## config.mk

```make
export PLATFORM = sky130hd
export DESIGN_NAME = pll_ref_lock_holdover_ctrl
export DESIGN_NICKNAME = d
export VERILOG_FILES = /design/src/design/pll_ref_lock_holdover_ctrl.v
export VERILOG_INCLUDE_DIRS = /design/src /design/src/design
export SDC_FILE = /design/constraint.sdc
export NUM_CORES = 1
export LEC_CHECK = 0
export BUFFER_PORTS_ARGS = -buffer_cell sky130_fd_sc_hd__clkbuf_2
export CORE_MARGIN = 4
export CORE_UTILIZATION = 40
export DETAILED_ROUTE_END_ITERATION = 12
export GPL_TIMING_DRIVEN = 0
export HOLD_SLACK_MARGIN = 0.15
export PLACE_DENSITY = 0.53
export SLEW_MARGIN = 30
export SYNTH_ARGS = -nofsm -noshare
export SYNTH_HDL_FRONTEND = slang
export SYNTH_SLANG_ARGS = --single-unit
```

## constraint.sdc

```tcl
create_clock -name clk -period 2.4 [get_ports clk]
set_clock_uncertainty 0.1 [all_clocks]
set_input_delay 0.12 -clock clk [delete_from_list [all_inputs] [get_ports clk]]
set_output_delay 0.12 -clock clk [all_outputs]
set_load 0.01 [all_outputs]
```

## src/design/pll_supervisor_consts.vh

```
// register offsets, field positions and reset values of the pll supervision bank
// included by the pll supervision register bank; definitions only
`ifndef PLL_SUPERVISOR_CONSTS_VH
`define PLL_SUPERVISOR_CONSTS_VH
`define ADDR_LOCK_CAL 10'h018
`define ADDR_ALIGN_RST 10'h019
`define ADDR_LOCK_PIN 10'h01a
`define ADDR_MON_EN 10'h01b
`define ADDR_REF_SEL 10'h01c
`define ADDR_HOLDOVER 10'h01d
`define ADDR_STATUS 10'h01f
`define ADDR_READBACK_SEL 10'h004
`define ADDR_UPDATE 10'h232
`define RST_LOCK_CAL 8'h06
`define RST_ALIGN_RST 8'h00
`define RST_LOCK_PIN 8'h00
`define RST_MON_EN 8'h00
`define RST_REF_SEL 8'h00
`define RST_HOLDOVER 8'h00
`define BIT_LOCK_DIS 3
`define BIT_CAL_NOW 0
`define BIT_REF_THRESH 6
`define BIT_MON_VCO 7
`define BIT_MON_SEC 6
`define BIT_MON_PRI 5
`define BIT_SEL_SEC 6
`define BIT_USE_PIN 5
`define BIT_AUTO_SW 4
`define BIT_STAY_SEC 3
`define BIT_PWR_SEC 2
`define BIT_PWR_PRI 1
`define BIT_DIFF_MODE 0
`define BIT_STAT_DIS 4
`define BIT_CMP_EN 3
`define BIT_HOLD_EN_HI 2
`define BIT_HOLD_MANUAL 1
`define BIT_HOLD_EN_LO 0
`define PIN_LEVEL_LOCK 6'h00
`define PIN_PCH_OD 6'h01
`define PIN_NCH_OD 6'h02
`define PIN_HIZ 6'h03
`define PIN_CURRENT 6'h04
`endif

```

## src/design/pll_ref_lock_holdover_ctrl.v

```verilog
// pll supervision register bank: buffered/active registers, pin selectors, reference switchover
// assumes a serial port engine on clk delivering decoded byte reads/writes; analog status arrives async
`timescale 1ns/100ps
`include "pll_supervisor_consts.vh"

module pll_ref_lock_holdover_ctrl (
	input wire clk,
	input wire reset,
	input wire wr_stb,
	input wire rd_stb,
	input wire [9:0] addr,
	input wire [7:0] wdata,
	output reg [7:0] rdata,
	output reg rvalid,
	input wire align_pin,
	input wire ref_sel_pin,
	input wire ref_clk_en,
	input wire primary_reference,
	input wire secondary_reference,
	input wire pri_freq_high,
	input wire pri_freq_low,
	input wire sec_freq_high,
	input wire sec_freq_low,
	input wire vco_freq_ok_raw,
	input wire lock_raw,
	input wire cal_done_raw,
	input wire lock_cmp_raw,
	output reg lock_detect_run,
	output reg cal_clk_en,
	output reg cal_start,
	output reg counters_rst_async,
	output reg counters_rst_sync,
	output reg [2:0] monitor_run,
	output reg sel_secondary,
	output reg pwr_primary,
	output reg pwr_secondary,
	output reg diff_mode,
	output reg holdover_active,
	output reg lock_indicator_pin_o,
	output reg lock_indicator_pin_oe_n,
	output reg lock_current_on,
	output reg reference_watch_pin
);

// buffered copies take host writes; only the active copies steer the logic
reg [7:0] buf_lock_cal_reg;
reg [7:0] buf_align_reg;
reg [7:0] buf_pin_reg;
reg [7:0] buf_mon_reg;
reg [7:0] buf_sel_reg;
reg [7:0] buf_hold_reg;
reg [7:0] act_lock_cal_reg;
reg [7:0] act_align_reg;
reg [7:0] act_pin_reg;
reg [7:0] act_mon_reg;
reg [7:0] act_sel_reg;
reg [7:0] act_hold_reg;
reg readback_active_reg;
reg cal_prev_reg;
reg [3:0] cal_div_reg;
reg auto_on_secondary_reg;
reg lock_seen_reg;
// two-stage synchronisers: stage one read only by stage two
reg [10:0] sync1_reg;
reg [10:0] sync2_reg;
reg align_prev_reg;
// bit 0 is a spare stage so the pin bits keep their places
wire [10:0] raw_in = {
	cal_done_raw,
	lock_cmp_raw,
	vco_freq_ok_raw,
	lock_raw,
	sec_freq_low,
	sec_freq_high,
	pri_freq_low,
	pri_freq_high,
	ref_sel_pin,
	align_pin,
	1'b0
};
wire s_cal_done = sync2_reg[10];
wire s_cmp = sync2_reg[9];
wire s_vco_raw = sync2_reg[8];
wire s_lock_raw = sync2_reg[7];
wire s_sec_low = sync2_reg[6];
wire s_sec_high = sync2_reg[5];
wire s_pri_low = sync2_reg[4];
wire s_pri_high = sync2_reg[3];
wire s_ref_pin = sync2_reg[2];
wire s_align = sync2_reg[1];

// monitors gated by their enables; threshold pick
wire thr_low = act_pin_reg[`BIT_REF_THRESH];
wire pri_ok = act_mon_reg[`BIT_MON_PRI] & (thr_low ? s_pri_low : s_pri_high);
wire sec_ok = act_mon_reg[`BIT_MON_SEC] & (thr_low ? s_sec_low : s_sec_high);
wire vco_ok = act_mon_reg[`BIT_MON_VCO] & s_vco_raw;
wire lock_flag = ~act_lock_cal_reg[`BIT_LOCK_DIS] & s_lock_raw;
wire auto_sw = act_sel_reg[`BIT_AUTO_SW] & ~act_sel_reg[`BIT_DIFF_MODE];
wire manual_sel = act_sel_reg[`BIT_USE_PIN] ? s_ref_pin : act_sel_reg[`BIT_SEL_SEC];
wire sel_sec_now = act_sel_reg[`BIT_DIFF_MODE] ? 1'b0 : (auto_sw ? auto_on_secondary_reg : manual_sel);
wire hold_en = act_hold_reg[`BIT_HOLD_EN_HI] & act_hold_reg[`BIT_HOLD_EN_LO];
wire hold_manual = act_hold_reg[`BIT_HOLD_MANUAL];
wire [4:0] cal_div_span = 5'h02 << act_lock_cal_reg[2:1]; // five bits so divide-by-16 fits
// previous lock taken from pin comparator when enabled in auto mode
wire prior_lock = act_hold_reg[`BIT_CMP_EN] ? s_cmp : lock_seen_reg;
wire sel_status = sel_sec_now ? sec_ok : pri_ok;
wire unsel_status = sel_sec_now ? pri_ok : sec_ok;
wire sel_clk = sel_sec_now ? secondary_reference : primary_reference;
wire unsel_clk = sel_sec_now ? primary_reference : secondary_reference;
wire [7:0] status_byte = {
	1'b0,
	s_cal_done,
	holdover_active,
	sel_sec_now,
	vco_ok,
	sec_ok,
	pri_ok,
	lock_flag
};

// shared monitor selection, codes 0..15 of the five-bit select; bit 4 inverts
function mon_sig;
	input [3:0] code;
	input cmp_allowed;
	begin
		case (code)
			4'h0: mon_sig = 1'b0;
			4'h1: mon_sig = primary_reference;
			4'h2: mon_sig = act_sel_reg[`BIT_DIFF_MODE] ? 1'b0 : secondary_reference;
			4'h3: mon_sig = sel_clk;
			4'h4: mon_sig = unsel_clk;
			4'h5: mon_sig = sel_status;
			4'h6: mon_sig = unsel_status;
			4'h7: mon_sig = pri_ok;
			4'h8: mon_sig = sec_ok;
			4'h9: mon_sig = pri_ok & sec_ok;
			4'ha: mon_sig = lock_flag & sel_status & vco_ok;
			4'hb: mon_sig = vco_ok;
			4'hc: mon_sig = sel_sec_now;
			4'hd: mon_sig = lock_flag;
			4'he: mon_sig = holdover_active;
			4'hf: mon_sig = cmp_allowed & s_cmp;
			default: mon_sig = 1'b0;
		endcase
	end
endfunction

// code 0_0000 is ground, 1_0000 gives supply; the general inversion covers both
function mon_out;
	input [4:0] code;
	input cmp_allowed;
	begin
		mon_out = code[4] ^ mon_sig(code[3:0], cmp_allowed);
	end
endfunction

function [7:0] read_mux;
	input [9:0] a;
	input act;
	begin
		case (a)
			`ADDR_LOCK_CAL: read_mux = act ? act_lock_cal_reg : buf_lock_cal_reg;
			`ADDR_ALIGN_RST: read_mux = act ? act_align_reg : buf_align_reg;
			`ADDR_LOCK_PIN: read_mux = act ? act_pin_reg : buf_pin_reg;
			`ADDR_MON_EN: read_mux = act ? act_mon_reg : buf_mon_reg;
			`ADDR_REF_SEL: read_mux = act ? act_sel_reg : buf_sel_reg;
			`ADDR_HOLDOVER: read_mux = act ? act_hold_reg : buf_hold_reg;
			`ADDR_READBACK_SEL: read_mux = {7'h00, readback_active_reg};
			default: read_mux = 8'h00;
		endcase
	end
endfunction

// register port, buffered/active pair
always @(posedge clk) begin
	if (reset) begin
		buf_lock_cal_reg <= `RST_LOCK_CAL;
		buf_align_reg <= `RST_ALIGN_RST;
		buf_pin_reg <= `RST_LOCK_PIN;
		buf_mon_reg <= `RST_MON_EN;
		buf_sel_reg <= `RST_REF_SEL;
		buf_hold_reg <= `RST_HOLDOVER;
		act_lock_cal_reg <= `RST_LOCK_CAL;
		act_align_reg <= `RST_ALIGN_RST;
		act_pin_reg <= `RST_LOCK_PIN;
		act_mon_reg <= `RST_MON_EN;
		act_sel_reg <= `RST_REF_SEL;
		act_hold_reg <= `RST_HOLDOVER;
		readback_active_reg <= 1'b0;
		rdata <= 8'h00;
		rvalid <= 1'b0;
	end else begin
		rvalid <= rd_stb;
		if (wr_stb) begin
			case (addr) // status address falls to default, write dropped
				`ADDR_LOCK_CAL: buf_lock_cal_reg <= wdata;
				`ADDR_ALIGN_RST: buf_align_reg <= wdata;
				`ADDR_LOCK_PIN: buf_pin_reg <= wdata;
				`ADDR_MON_EN: buf_mon_reg <= wdata;
				`ADDR_REF_SEL: buf_sel_reg <= wdata;
				`ADDR_HOLDOVER: buf_hold_reg <= wdata;
				`ADDR_READBACK_SEL: readback_active_reg <= wdata[0];
				`ADDR_UPDATE: begin
					if (wdata[0]) begin
						act_lock_cal_reg <= buf_lock_cal_reg;
						act_align_reg <= buf_align_reg;
						act_pin_reg <= buf_pin_reg;
						act_mon_reg <= buf_mon_reg;
						act_sel_reg <= buf_sel_reg;
						act_hold_reg <= buf_hold_reg;
					end
				end
				default: ;
			endcase
		end
		if (rd_stb) begin
			if (addr == `ADDR_STATUS)
				rdata <= act_hold_reg[`BIT_STAT_DIS] ? 8'h00 : status_byte;
			else
				rdata <= read_mux(addr, readback_active_reg);
		end
	end
end

// synchronisers and supervision state
always @(posedge clk) begin
	if (reset) begin
		sync1_reg <= 11'h000;
		sync2_reg <= 11'h000;
		align_prev_reg <= 1'b0;
		cal_prev_reg <= 1'b0;
		cal_start <= 1'b0;
		cal_div_reg <= 4'h0;
		cal_clk_en <= 1'b0;
		auto_on_secondary_reg <= 1'b0;
		lock_seen_reg <= 1'b0;
		holdover_active <= 1'b0;
		counters_rst_async <= 1'b0;
		counters_rst_sync <= 1'b0;
		lock_detect_run <= 1'b0;
		monitor_run <= 3'h0;
		sel_secondary <= 1'b0;
		pwr_primary <= 1'b0;
		pwr_secondary <= 1'b0;
		diff_mode <= 1'b0;
		lock_indicator_pin_o <= 1'b0;
		lock_indicator_pin_oe_n <= 1'b0;
		lock_current_on <= 1'b0;
		reference_watch_pin <= 1'b0;
	end else begin
		sync1_reg <= raw_in;
		sync2_reg <= sync1_reg;
		align_prev_reg <= s_align;
		lock_detect_run <= ~act_lock_cal_reg[`BIT_LOCK_DIS];
		// only a rising active bit starts calibration
		cal_prev_reg <= act_lock_cal_reg[`BIT_CAL_NOW];
		cal_start <= act_lock_cal_reg[`BIT_CAL_NOW] & ~cal_prev_reg;
		// divide reference enables by 2 << code
		cal_clk_en <= 1'b0;
		if (ref_clk_en) begin
			if ({1'b0, cal_div_reg} >= cal_div_span - 5'h01) begin
				cal_div_reg <= 4'h0;
				cal_clk_en <= 1'b1;
			end else begin
				cal_div_reg <= cal_div_reg + 4'h1;
			end
		end
		// align pin counter reset modes; sync form is one pulse on the edge
		counters_rst_async <= (act_align_reg[7:6] == 2'b01) & s_align;
		counters_rst_sync <= (act_align_reg[7:6] == 2'b10) & s_align & ~align_prev_reg;
		monitor_run <= {act_mon_reg[`BIT_MON_VCO], act_mon_reg[`BIT_MON_SEC], act_mon_reg[`BIT_MON_PRI]};
		if (!auto_sw)
			auto_on_secondary_reg <= 1'b0;
		else if (!auto_on_secondary_reg && !pri_ok && sec_ok)
			auto_on_secondary_reg <= 1'b1;
		else if (auto_on_secondary_reg && pri_ok && !act_sel_reg[`BIT_STAY_SEC])
			auto_on_secondary_reg <= 1'b0;
		sel_secondary <= sel_sec_now;
		diff_mode <= act_sel_reg[`BIT_DIFF_MODE];
		// manual power bits; automatic mode keeps both inputs powered
		pwr_secondary <= auto_sw | act_sel_reg[`BIT_PWR_SEC];
		pwr_primary <= auto_sw | act_sel_reg[`BIT_PWR_PRI];
		// holdover; prior-lock source in automatic mode
		if (lock_flag)
			lock_seen_reg <= 1'b1;
		else if (!hold_en)
			lock_seen_reg <= 1'b0;
		if (!hold_en)
			holdover_active <= 1'b0;
		else if (hold_manual)
			holdover_active <= s_align;
		else
			holdover_active <= prior_lock & ~sel_status;
		// lock pin selector; oe_n low means driven
		lock_current_on <= 1'b0;
		lock_indicator_pin_oe_n <= 1'b0;
		lock_indicator_pin_o <= 1'b0;
		if (act_pin_reg[5]) begin
			lock_indicator_pin_o <= mon_out(act_pin_reg[4:0], 1'b0);
		end else begin
			case (act_pin_reg[5:0])
				`PIN_LEVEL_LOCK: lock_indicator_pin_o <= lock_flag;
				`PIN_PCH_OD: begin
					lock_indicator_pin_o <= 1'b1;
					lock_indicator_pin_oe_n <= ~lock_flag;
				end
				`PIN_NCH_OD: lock_indicator_pin_oe_n <= lock_flag;
				`PIN_HIZ: lock_indicator_pin_oe_n <= 1'b1;
				`PIN_CURRENT: begin
					lock_indicator_pin_oe_n <= 1'b1;
					lock_current_on <= lock_flag;
				end
				default: lock_indicator_pin_o <= 1'b0;
			endcase
		end
		reference_watch_pin <= mon_out(act_mon_reg[4:0], act_hold_reg[`BIT_CMP_EN]);
	end
end

endmodule

```

==> flow_summary_export.csv, run 1 <==
group,metric,value,unit
status,status,"complete, no violations",
synthesis,synth_edf_count,0,
critical_path,critPathLaunchType,"register",
clocking,cts-root-buf,"clkbuf_16",
critical_path,cp_max_fo,7,
sta,period_minus_slack,2320,ps
clocking,cts_made_buffers,17,
critical_path,crit_required,2610,ps
route,drt-pass1-iter-count,5,
synthesis,ys_ff_latch,151,
sta,setup_viol,0,
critical_path,rr_worst_depth,8,
floorplanning,die_height,137,microns
final_layout,drive_above_1_share,0.166,
placed_design,gp_congestion,0.881,
critical_path,r2r_start,"act_sel_reg[5]$_SDFFE_PP0P_",
critical_path,cp.buffers_inverters,1,
sta,hold_viol,0,
route,met2_length,9880,microns
global_routing,grt_max_degree,17,
power,leakage,2.99,nW
min_path,hold_path_class,"input port to register",
global_routing,grt_first_pass_wirelength,33200,microns
critical_path,cpPeakStageDelay,360,ps
synthesis,yosys-top-cells-area,"dfxtp_1 (45%), nand2_1 (9.3%), mux4_2 (6.4%), a21oi_1 (6.3%), mux2i_1 (5.4%)",
sta,setup_tns,0,ps
route,wire_per_inst,19.8,microns
critical_path,cp_common_cell,"mux2_4",
min_path,hold_depth,5,
synthesis,syn_avg_cell_area,8.79,sq um
critical_path,worstPathCellList,"mux2i_4, a211o_1, buf_6, mux2_4, o21ai_2, o2111ai_1, and4_1, mux2_4",
synthesis,syn-cell-area,6670,sq um
synthesis,ys_warn_count,0,
floorplanning,row_count,46,
critical_path,reg2reg_to,"reference_watch_pin$_SDFF_PP0_",
final_layout,final_core_util,0.507,
critical_path,critPathKind,"register to register",
min_path,min_from,"wr_stb",
route,via_per_inst,5.55,
route,wl_met1,9500,microns
sta,rsz0062_at_grt,"no",
synthesis,synth.top_cells.by_count,"nand2_1 (165), dfxtp_1 (151), a21oi_1 (84)",
synthesis,synthesis.nets,797,
sta,slew_headroom,0.393,
floorplanning,io_pins,61,
route,vias,6035,
critical_path,reg2reg_slack,80,ps
power,max-vdd-ir-drop,0.498,mV
synthesis,async_flop_share,0,
final_layout,diodes,0,
critical_path,end_kind,"register",
synthesis,synthDominantCellAreaShare,0.454,
floorplanning,die_w,137,microns
synthesis,synth_cells,758,
clocking,clock-sinks,151,
global_routing,antenna_found_initial,0,
sta,slew_violations,0,
critical_path,arrival,2540,ps
floorplanning,core_area,16100,sq um
placed_design,io_buffers,57,
final_layout,final_cell_count_no_fill,1088,
min_path,hold_end,"buf_lock_cal_reg[7]$_SDFFE_PP0P_",
global_routing,track_usage,0.236,
synthesis,yosysSeqAreaShare,0.454,
route,drc,0,
clocking,h-tree-depth,4,
final_layout,syn_to_final_growth,22.7,%
clocking,path_clk_slew,60,ps
critical_path,path_delay_family,"multiplexers",
final_layout,nNetsFinal,899,
placed_design,placedCellCount,1031,
placed_design,place.detailed.hpwl,15400,microns
synthesis,yosysMostFrequentCell,"nand2_1",
global_routing,grt_pass1_vias,5822,
synthesis,ys_types,59,
floorplanning,start_util,0.414,
power,pwr_density_cell,705,nW/um^2
synthesis,synth_flop_cell,"dfxtp_1",
sta,max_clock_freq,430,MHz
critical_path,crit_slowest_cell,"dfxtp_2",
route,drtIter0Drc,501,
synthesis,synth_area_leader_cell,"dfxtp_1",
global_routing,overflow,0,
sta,tightest_slew,910,ps
route,routed_wirelength,21500,microns
clocking,clockBufferDepth,2,
run,maxCapViolations,0,
route,top_layer_used,"met4",
floorplanning,dieArea,18800,sq um
route,wl_met3,1430,microns
sta,timing.final.crit_share,0.968,
route,ant_nets,0,
clocking,clkLatencyLatePin,430,ps
clocking,tritoncts,"done",
metal layers:
layer  up-vias  GRT usage
li1       2840          -
met5         -          0
met1      2907      0.315
met4         0     0.0970
met3        43     0.0489
met2       245      0.372
final cells by class:
type                       count  area [sq um]
buffer                        48           248
clock buffer                  19           443
clock inverter                12           199
fill                        1559          7940
inverter                      13          48.8
multi-input combinational    545          3400
sequential                   151          3020
tap                          216           270
timing repair buffer          84           546
stage by stage:
stage / area (sq um) / worst slack [ps] / hold slack [ps] / total power, mW
6_report: 8180 / 76.9 / 253 / 5.76
5_1_grt: 8180 / 4.71 / 289 / 5.93
4_1_cts: 8120 / 0.155 / 215 / 5.81
3_5_place_dp: 7220 / -354 / 232 / 2.84
3_3_place_gp: 7220 / -386 / 232 / 2.84
2_1_floorplan: 6670 / 305 / 107 / 2.72
cells in the final DEF (no fill, tap or decap), types with 3 or more instances in the layout:
cell and instances:
or3_1 5, a31oi_1 3, buf_2 6, mux4_2 19
a211oi_1 10, nor3_1 8, buf_6 5, a21oi_1 84
a211o_1 3, clkbuf_16 17, o21ai_0 18, dlygate4sd3_1 23
inv_1 13, and3_1 3, nor2b_1 40, dfxtp_1 150
bufinv_16 5, nor4_1 4, nand2_1 164, clkbuf_2 58
nand2b_1 4, buf_4 4, ha_1 4, buf_1 3
nand3_1 20, clkinv_2 3, nand3b_1 7, clkbuf_1 32
nand4_1 6, mux2_2 6, nor2_1 53, mux2i_1 33
and4_1 3, o22ai_1 6
logic make-up after synthesis:
group,after synthesis,synth area share
AOI/OAI and AO/OA,143,0.124
DFF,151,0.454
adders and majority gates,4,0.00751
muxes,64,0.137
and+or+nand+nor,331,0.231
xor gates and xnor gates,3,0.00394
buffers and inverters,62,0.0424
repair_timing:
action | 4_1_cts | 5_1_grt
setup buffers | 0 | 4
endpoints found under the hold margin | 75 | 0
pin swaps | 0 | 0
endpoints found under the setup margin | 5 | 36
hold buffers | 23 | 0
resized for setup | 8 | 8
where the power goes:
group / switching [mW] / internal (mW)
Clock: 1.08 / 1.87
Sequential: 0.0139 / 2.53
Combinational: 0.167 / 0.0992
Total: 1.26 / 4.50
how the worst max path moves through the flow:
stage	startpoint	to	slack (ps)	depth (start not counted)
after CTS	readback_active_reg$_SDFFE_PP0P_	rdata[5]$_SDFFE_PP0P_	0.2	7
after global placement	readback_active_reg$_SDFFE_PP0P_	rdata[5]$_SDFFE_PP0P_	-390	7
after global routing	readback_active_reg$_SDFFE_PP0P_	rdata[5]$_SDFFE_PP0P_	5	7
after floorplan	auto_on_secondary_reg$_SDFFE_PP0P_	reference_watch_pin$_SDFF_PP0_	310	8
final	act_sel_reg[5]$_SDFFE_PP0P_	reference_watch_pin$_SDFF_PP0_	80	8
after detailed placement	readback_active_reg$_SDFFE_PP0P_	rdata[5]$_SDFFE_PP0P_	-350	7
worst register-to-register path, stage by stage (launching register included):
cell and delay [ps]:
dfxtp_2 360, mux2i_4 210, a211o_1 320, buf_6 150, mux2_4 300, o21ai_2 110, o2111ai_1 130, and4_1 230
mux2_4 300
Note: power is estimated with default switching activity, not from simulation.
==> run 2, diff against run 1 <==
Settings changed: CAP_MARGIN from default to 20, SETUP_SLACK_MARGIN from default to 0.4.
Clock period 2.4 ns to 3 ns, I/O delays scaled along.
==> run 2 against run 1 <==
Net effect:
- utilization decreased by 0.33 points
- global-route usage about the same
- largest cell class unchanged
- sequential share of layout area increased by 0.23 points
- highest routed layer unchanged
- sequential power decreased by 20%
- fmax decreased by 4.7%
- sequential cell count unchanged
- first-iteration DRC count increased by 26%
- critical path type unchanged
- combinational power decreased by 20%
- count of clock-buffer cells in the layout unchanged
==> flow_summary_export.csv, run 2 (synthesized netlist as in run 1, its figures left out) <==
group,metric,value,unit
clocking,cts_setup_buffers,0,
critical_path,cp_max_fo,7,
route,vias,5977,
route,wire_per_inst,19.8,microns
final_layout,nNetsFinal,896,
floorplanning,start_util,0.414,
critical_path,crit_required,3210,ps
run,maxCapViolations,0,
floorplanning,die_w,137,microns
critical_path,critPathLaunchType,"register",
route,drtIter0Drc,633,
sta,tightest_slew,894,ps
sta,setup_viol,0,
critical_path,arrival,2650,ps
clocking,cts-root-buf,"clkbuf_16",
final_layout,final_core_util,0.504,
clocking,path_clk_slew,60,ps
critical_path,critPathKind,"register to register",
status,status,"complete, no violations",
critical_path,cp.buffers_inverters,1,
route,drt-pass1-iter-count,5,
sta,timing.final.crit_share,0.812,
critical_path,path_delay_family,"multiplexers",
clocking,h-tree-depth,4,
clocking,clkLatencyLatePin,430,ps
final_layout,fillers,1565,
power,pwr_density_cell,567,nW/um^2
global_routing,antenna_found_initial,0,
sta,slew_violations,0,
power,max-vdd-ir-drop,0.398,mV
placed_design,place.detailed.hpwl,15400,microns
route,via_per_inst,5.51,
floorplanning,dieArea,18800,sq um
critical_path,crit_slowest_cell,"dfxtp_1",
power,finalPower,4.60,mW
critical_path,cpPeakStageDelay,430,ps
clocking,clock-sinks,151,
critical_path,worstPathCellList,"mux2i_2, a211o_1, buf_6, mux2i_4, a211oi_1, o21ai_0, and4_1, mux2_4",
global_routing,grt_first_pass_wirelength,33200,microns
global_routing,grt_max_degree,17,
final_layout,final_cell_mix,"nand2_1 (165), dfxtp_1 (151), a21oi_1 (84)",
clocking,clockBufferDepth,2,
placed_design,gp_congestion,0.881,
global_routing,overflow,0,
sta,slew_headroom,0.404,
sta,rsz0062_at_grt,"no",
route,drc,0,
critical_path,end_kind,"register",
sta,period_minus_slack,2440,ps
final_layout,drive_above_1_share,0.157,
final_layout,mostFrequentLayoutCell,"nand2_1",
sta,hold_viol,0,
sta,max_clock_freq,410,MHz
global_routing,grt_pass1_vias,5814,
power,leakage,2.96,nW
floorplanning,io_pins,61,
sta,timing.hold.ws,280,ps
final_layout,ff_latch_area,3020,sq um
floorplanning,row_count,46,
floorplanning,die_height,137,microns
final_layout,syn_to_final_growth,21.9,%
route,routed_wirelength,21400,microns
clocking,tritoncts,"done",
global_routing,track_usage,0.236,
route,ant_nets,0,
min_path,hold_path_class,"input port to register",
placed_design,io_buffers,57,
sta,fin_ws,563,ps
sta,setup_tns,0,ps
floorplanning,core_area,16100,sq um
final_layout,diodes,0,
placed_design,pre_cts_slack,246,ps
clocking,cts_made_buffers,17,
final_layout,multiInputGateArea,3380,sq um
[run 2: changes by cell type in the layout (fill, tap and decap cells not counted), sizes merged]
cell and delta:
buf -5, clkbuf +2
[run 2: timing repair]
item,in CTS,in global routing
hold buffers,23,0
gates resized for setup,3,4
cloned,0,0
hold endpoints to repair,72,0
endpoints found under the setup margin,3,2
[run 2: power by group]
| group | leakage, nW | total, mW | switching (mW) | internal (mW) |
|---|---|---|---|---|
| registers | 1.22 | 2.04 | 0.0110 | 2.03 |
| logic | 1.43 | 0.212 | 0.133 | 0.0791 |
| clock network | 0.314 | 2.35 | 0.857 | 1.49 |
[run 2: area by class of cell]
cell class | count | share of cell area
buffer | 49 | 0.0299
clock buffer | 19 | 0.0545
clock inverter | 12 | 0.0245
inverter | 13 | 0.00601
multi-input combinational | 545 | 0.416
sequential | 151 | 0.372
tap | 216 | 0.0333
timing repair buffer | 80 | 0.0635
[run 2: final timing paths]
path                                                   from                          endpoint  slack (ps)  cells after the start
worst max-delay path            act_sel_reg[5]$_SDFFE_PP0P_    reference_watch_pin$_SDFF_PP0_         560                      8
worst min register to register      cal_prev_reg$_SDFF_PP0_              cal_start$_SDFF_PP0_         280                      1
worst min-delay path                                 wr_stb  buf_lock_cal_reg[3]$_SDFFE_PP0P_         280                      5
worst max register to register  act_sel_reg[5]$_SDFFE_PP0P_    reference_watch_pin$_SDFF_PP0_         560                      8
[run 2: per-stage QoR]
stage               instance area [sq um]  cells
floorplan                            6670    758
global placement                     7220   1031
detailed placement                   7220   1031
CTS                                  8100   1085
global route                         8120   1085
finish                               8120   1085
[run 2: layer usage]
metal	global-route usage	wire, microns	vias up
li1	-	-	2830
met1	0.314	9410	2883
met2	0.372	9950	232
met3	0.0485	1460	32
met4	0.0970	616	0
met5	0	0	-
[run 2: worst reg2reg max path: stages, from the launching register on]
cell	delay, ps
dfxtp_1	430
mux2i_2	350
a211o_1	190
buf_6	150
mux2i_4	320
a211oi_1	110
o21ai_0	150
and4_1	230
mux2_4	310
==> run 3, diff against run 2 <==
Clock period 3 ns to 2.52 ns, I/O delays scaled along.
==> run 3 against run 2 <==
Net effect:
- design area rose by 2.6%
- global-route usage rose by 0.30 points
- worst hold slack worse by 25 ps
- utilization rose by 1.3 points
- cell count grew 1.3%
- clock power increased by 20%
- largest cell class unchanged
==> flow_summary_export.csv, run 3 (synthesized netlist as in run 1, its figures left out) <==
group,metric,value,unit
critical_path,cp_max_fo,7,
route,vias,6080,
route,drtIter0Drc,526,
global_routing,met3_usage,0.0463,
global_routing,overflow,0,
critical_path,reg2reg_to,"reference_watch_pin$_SDFF_PP0_",
placed_design,pre_cts_slack,-234,ps
clocking,h-tree-depth,4,
global_routing,grt_max_degree,17,
critical_path,rr_worst_depth,8,
sta,timing.hold.ws,255,ps
global_routing,busiest_layer,"met2",
sta,tightest_slew,774,ps
placed_design,gp_congestion,0.881,
placed_design,io_buffers,57,
power,pwr_density_cell,659,nW/um^2
global_routing,track_usage,0.239,
global_routing,use_met1,0.322,
clocking,cts_made_buffers,17,
critical_path,worstSetupStartpoint,"act_sel_reg[5]$_SDFFE_PP0P_",
route,routed_wirelength,21700,microns
final_layout,nNetsFinal,910,
final_layout,syn_to_final_growth,25.0,%
final_layout,design_area,8330,sq um
placed_design,placedCellCount,1031,
final_layout,diodes,0,
final_layout,drive_above_1_share,0.185,
min_path,hold_path_class,"input port to register",
route,ant_nets,0,
floorplanning,io_pins,61,
clocking,clkLatencyLatePin,430,ps
power,max-vdd-ir-drop,0.470,mV
clocking,path_clk_slew,60,ps
min_path,hold_end,"buf_lock_cal_reg[3]$_SDFFE_PP0P_",
final_layout,mostFrequentLayoutCell,"nand2_1",
sta,period_minus_slack,2270,ps
floorplanning,die_w,137,microns
global_routing,grt_first_pass_wirelength,33600,microns
route,wire_per_inst,19.7,microns
sta,setup_tns,0,ps
floorplanning,die_height,137,microns
critical_path,reg2reg_slack,250,ps
placed_design,dpl-instance-area,7220,sq um
run,maxCapViolations,0,
global_routing,met2_usage,0.371,
global_routing,grt_pass1_vias,5893,
floorplanning,dieArea,18800,sq um
placed_design,place.detailed.hpwl,15400,microns
global_routing,antenna_found_initial,0,
clocking,cts-root-buf,"clkbuf_16",
final_layout,final_cell_mix,"nand2_1 (164), dfxtp_1 (147), a21oi_1 (84)",
sta,hold_viol,0,
status,status,"complete, no violations",
min_path,min_from,"wr_stb",
route,drc,0,
critical_path,r2r_start,"act_sel_reg[5]$_SDFFE_PP0P_",
route,via_per_inst,5.53,
clocking,tritoncts,"done",
critical_path,end_kind,"register",
sta,setup_viol,0,
floorplanning,core_area,16100,sq um
sta,timing.final.crit_share,0.902,
sta,max_clock_freq,440,MHz
sta,slew_violations,0,
final_layout,final_cell_count_no_fill,1099,
power,leakage,3.08,nW
min_path,hold_depth,5,
sta,fin_ws,247,ps
clocking,clockBufferDepth,2,
floorplanning,start_util,0.414,
critical_path,critPathKind,"register to register",
critical_path,crit_required,2740,ps
sta,slew_headroom,0.484,
route,drt-pass1-iter-count,5,
clocking,clock-sinks,151,
floorplanning,row_count,46,
sta,rsz0062_at_grt,"yes",
critical_path,critPathLaunchType,"register",
critical_path,arrival,2490,ps
[run 3: cell types whose count changed in the layout (fill, tap and decap cells not counted), sizes merged]
cell and change:
buf +14
[run 3: report_power, final]
group	switching [mW]	internal, mW	leakage (nW)
registers	0.0130	2.41	1.23
clock network	1.03	1.78	0.314
logic	0.161	0.0954	1.54
total	1.20	4.29	3.08
[run 3: through the flow]
stage,utilization,total power [mW]
floorplan,-,2.59
global placement,0.448,2.70
detailed placement,0.448,2.70
CTS,0.511,5.53
global route,0.517,5.66
finish,0.517,5.49
[run 3: what timing repair did]
item / in CTS / in global routing
setup endpoints to repair: 10 / 27
setup buffers: 6 / 8
pin swaps: 4 / 5
hold endpoints to repair: 75 / 0
gates resized for setup: 20 / 16
hold buffers: 23 / 0
[run 3: layer usage]
metal | vias up | wire (microns)
met5 | - | 0
met2 | 242 | 9830
met4 | 0 | 770
met1 | 2925 | 9750
met3 | 49 | 1340
li1 | 2864 | -
[run 3: worst max-delay path: stages, from the launching register on]
cell and delay (ps):
dfxtp_4 360, mux2i_4 200, buf_12 140, a211oi_4 420
a31oi_1 190, o21ai_2 90, o2111ai_1 120, and4_1 220
mux2_4 300
[run 3: layout make-up]
class,count,area [sq um]
fill,1556,7780
multi-input combinational,545,3430
sequential,151,3030
clock buffer,19,443
inverter,13,48.8
timing repair buffer,94,633
clock inverter,12,199
tap,216,270
buffer,49,277
[run 3: worst max path at each step]
stage,to,slack (ps),depth (start not counted)
2_1_floorplan,reference_watch_pin$_SDFF_PP0_,430,8
3_3_place_gp,rdata[5]$_SDFFE_PP0P_,-270,7
3_5_place_dp,rdata[5]$_SDFFE_PP0P_,-230,7
4_1_cts,reference_watch_pin$_SDFF_PP0_,260,8
5_1_grt,reference_watch_pin$_SDFF_PP0_,200,8
6_report,reference_watch_pin$_SDFF_PP0_,250,8
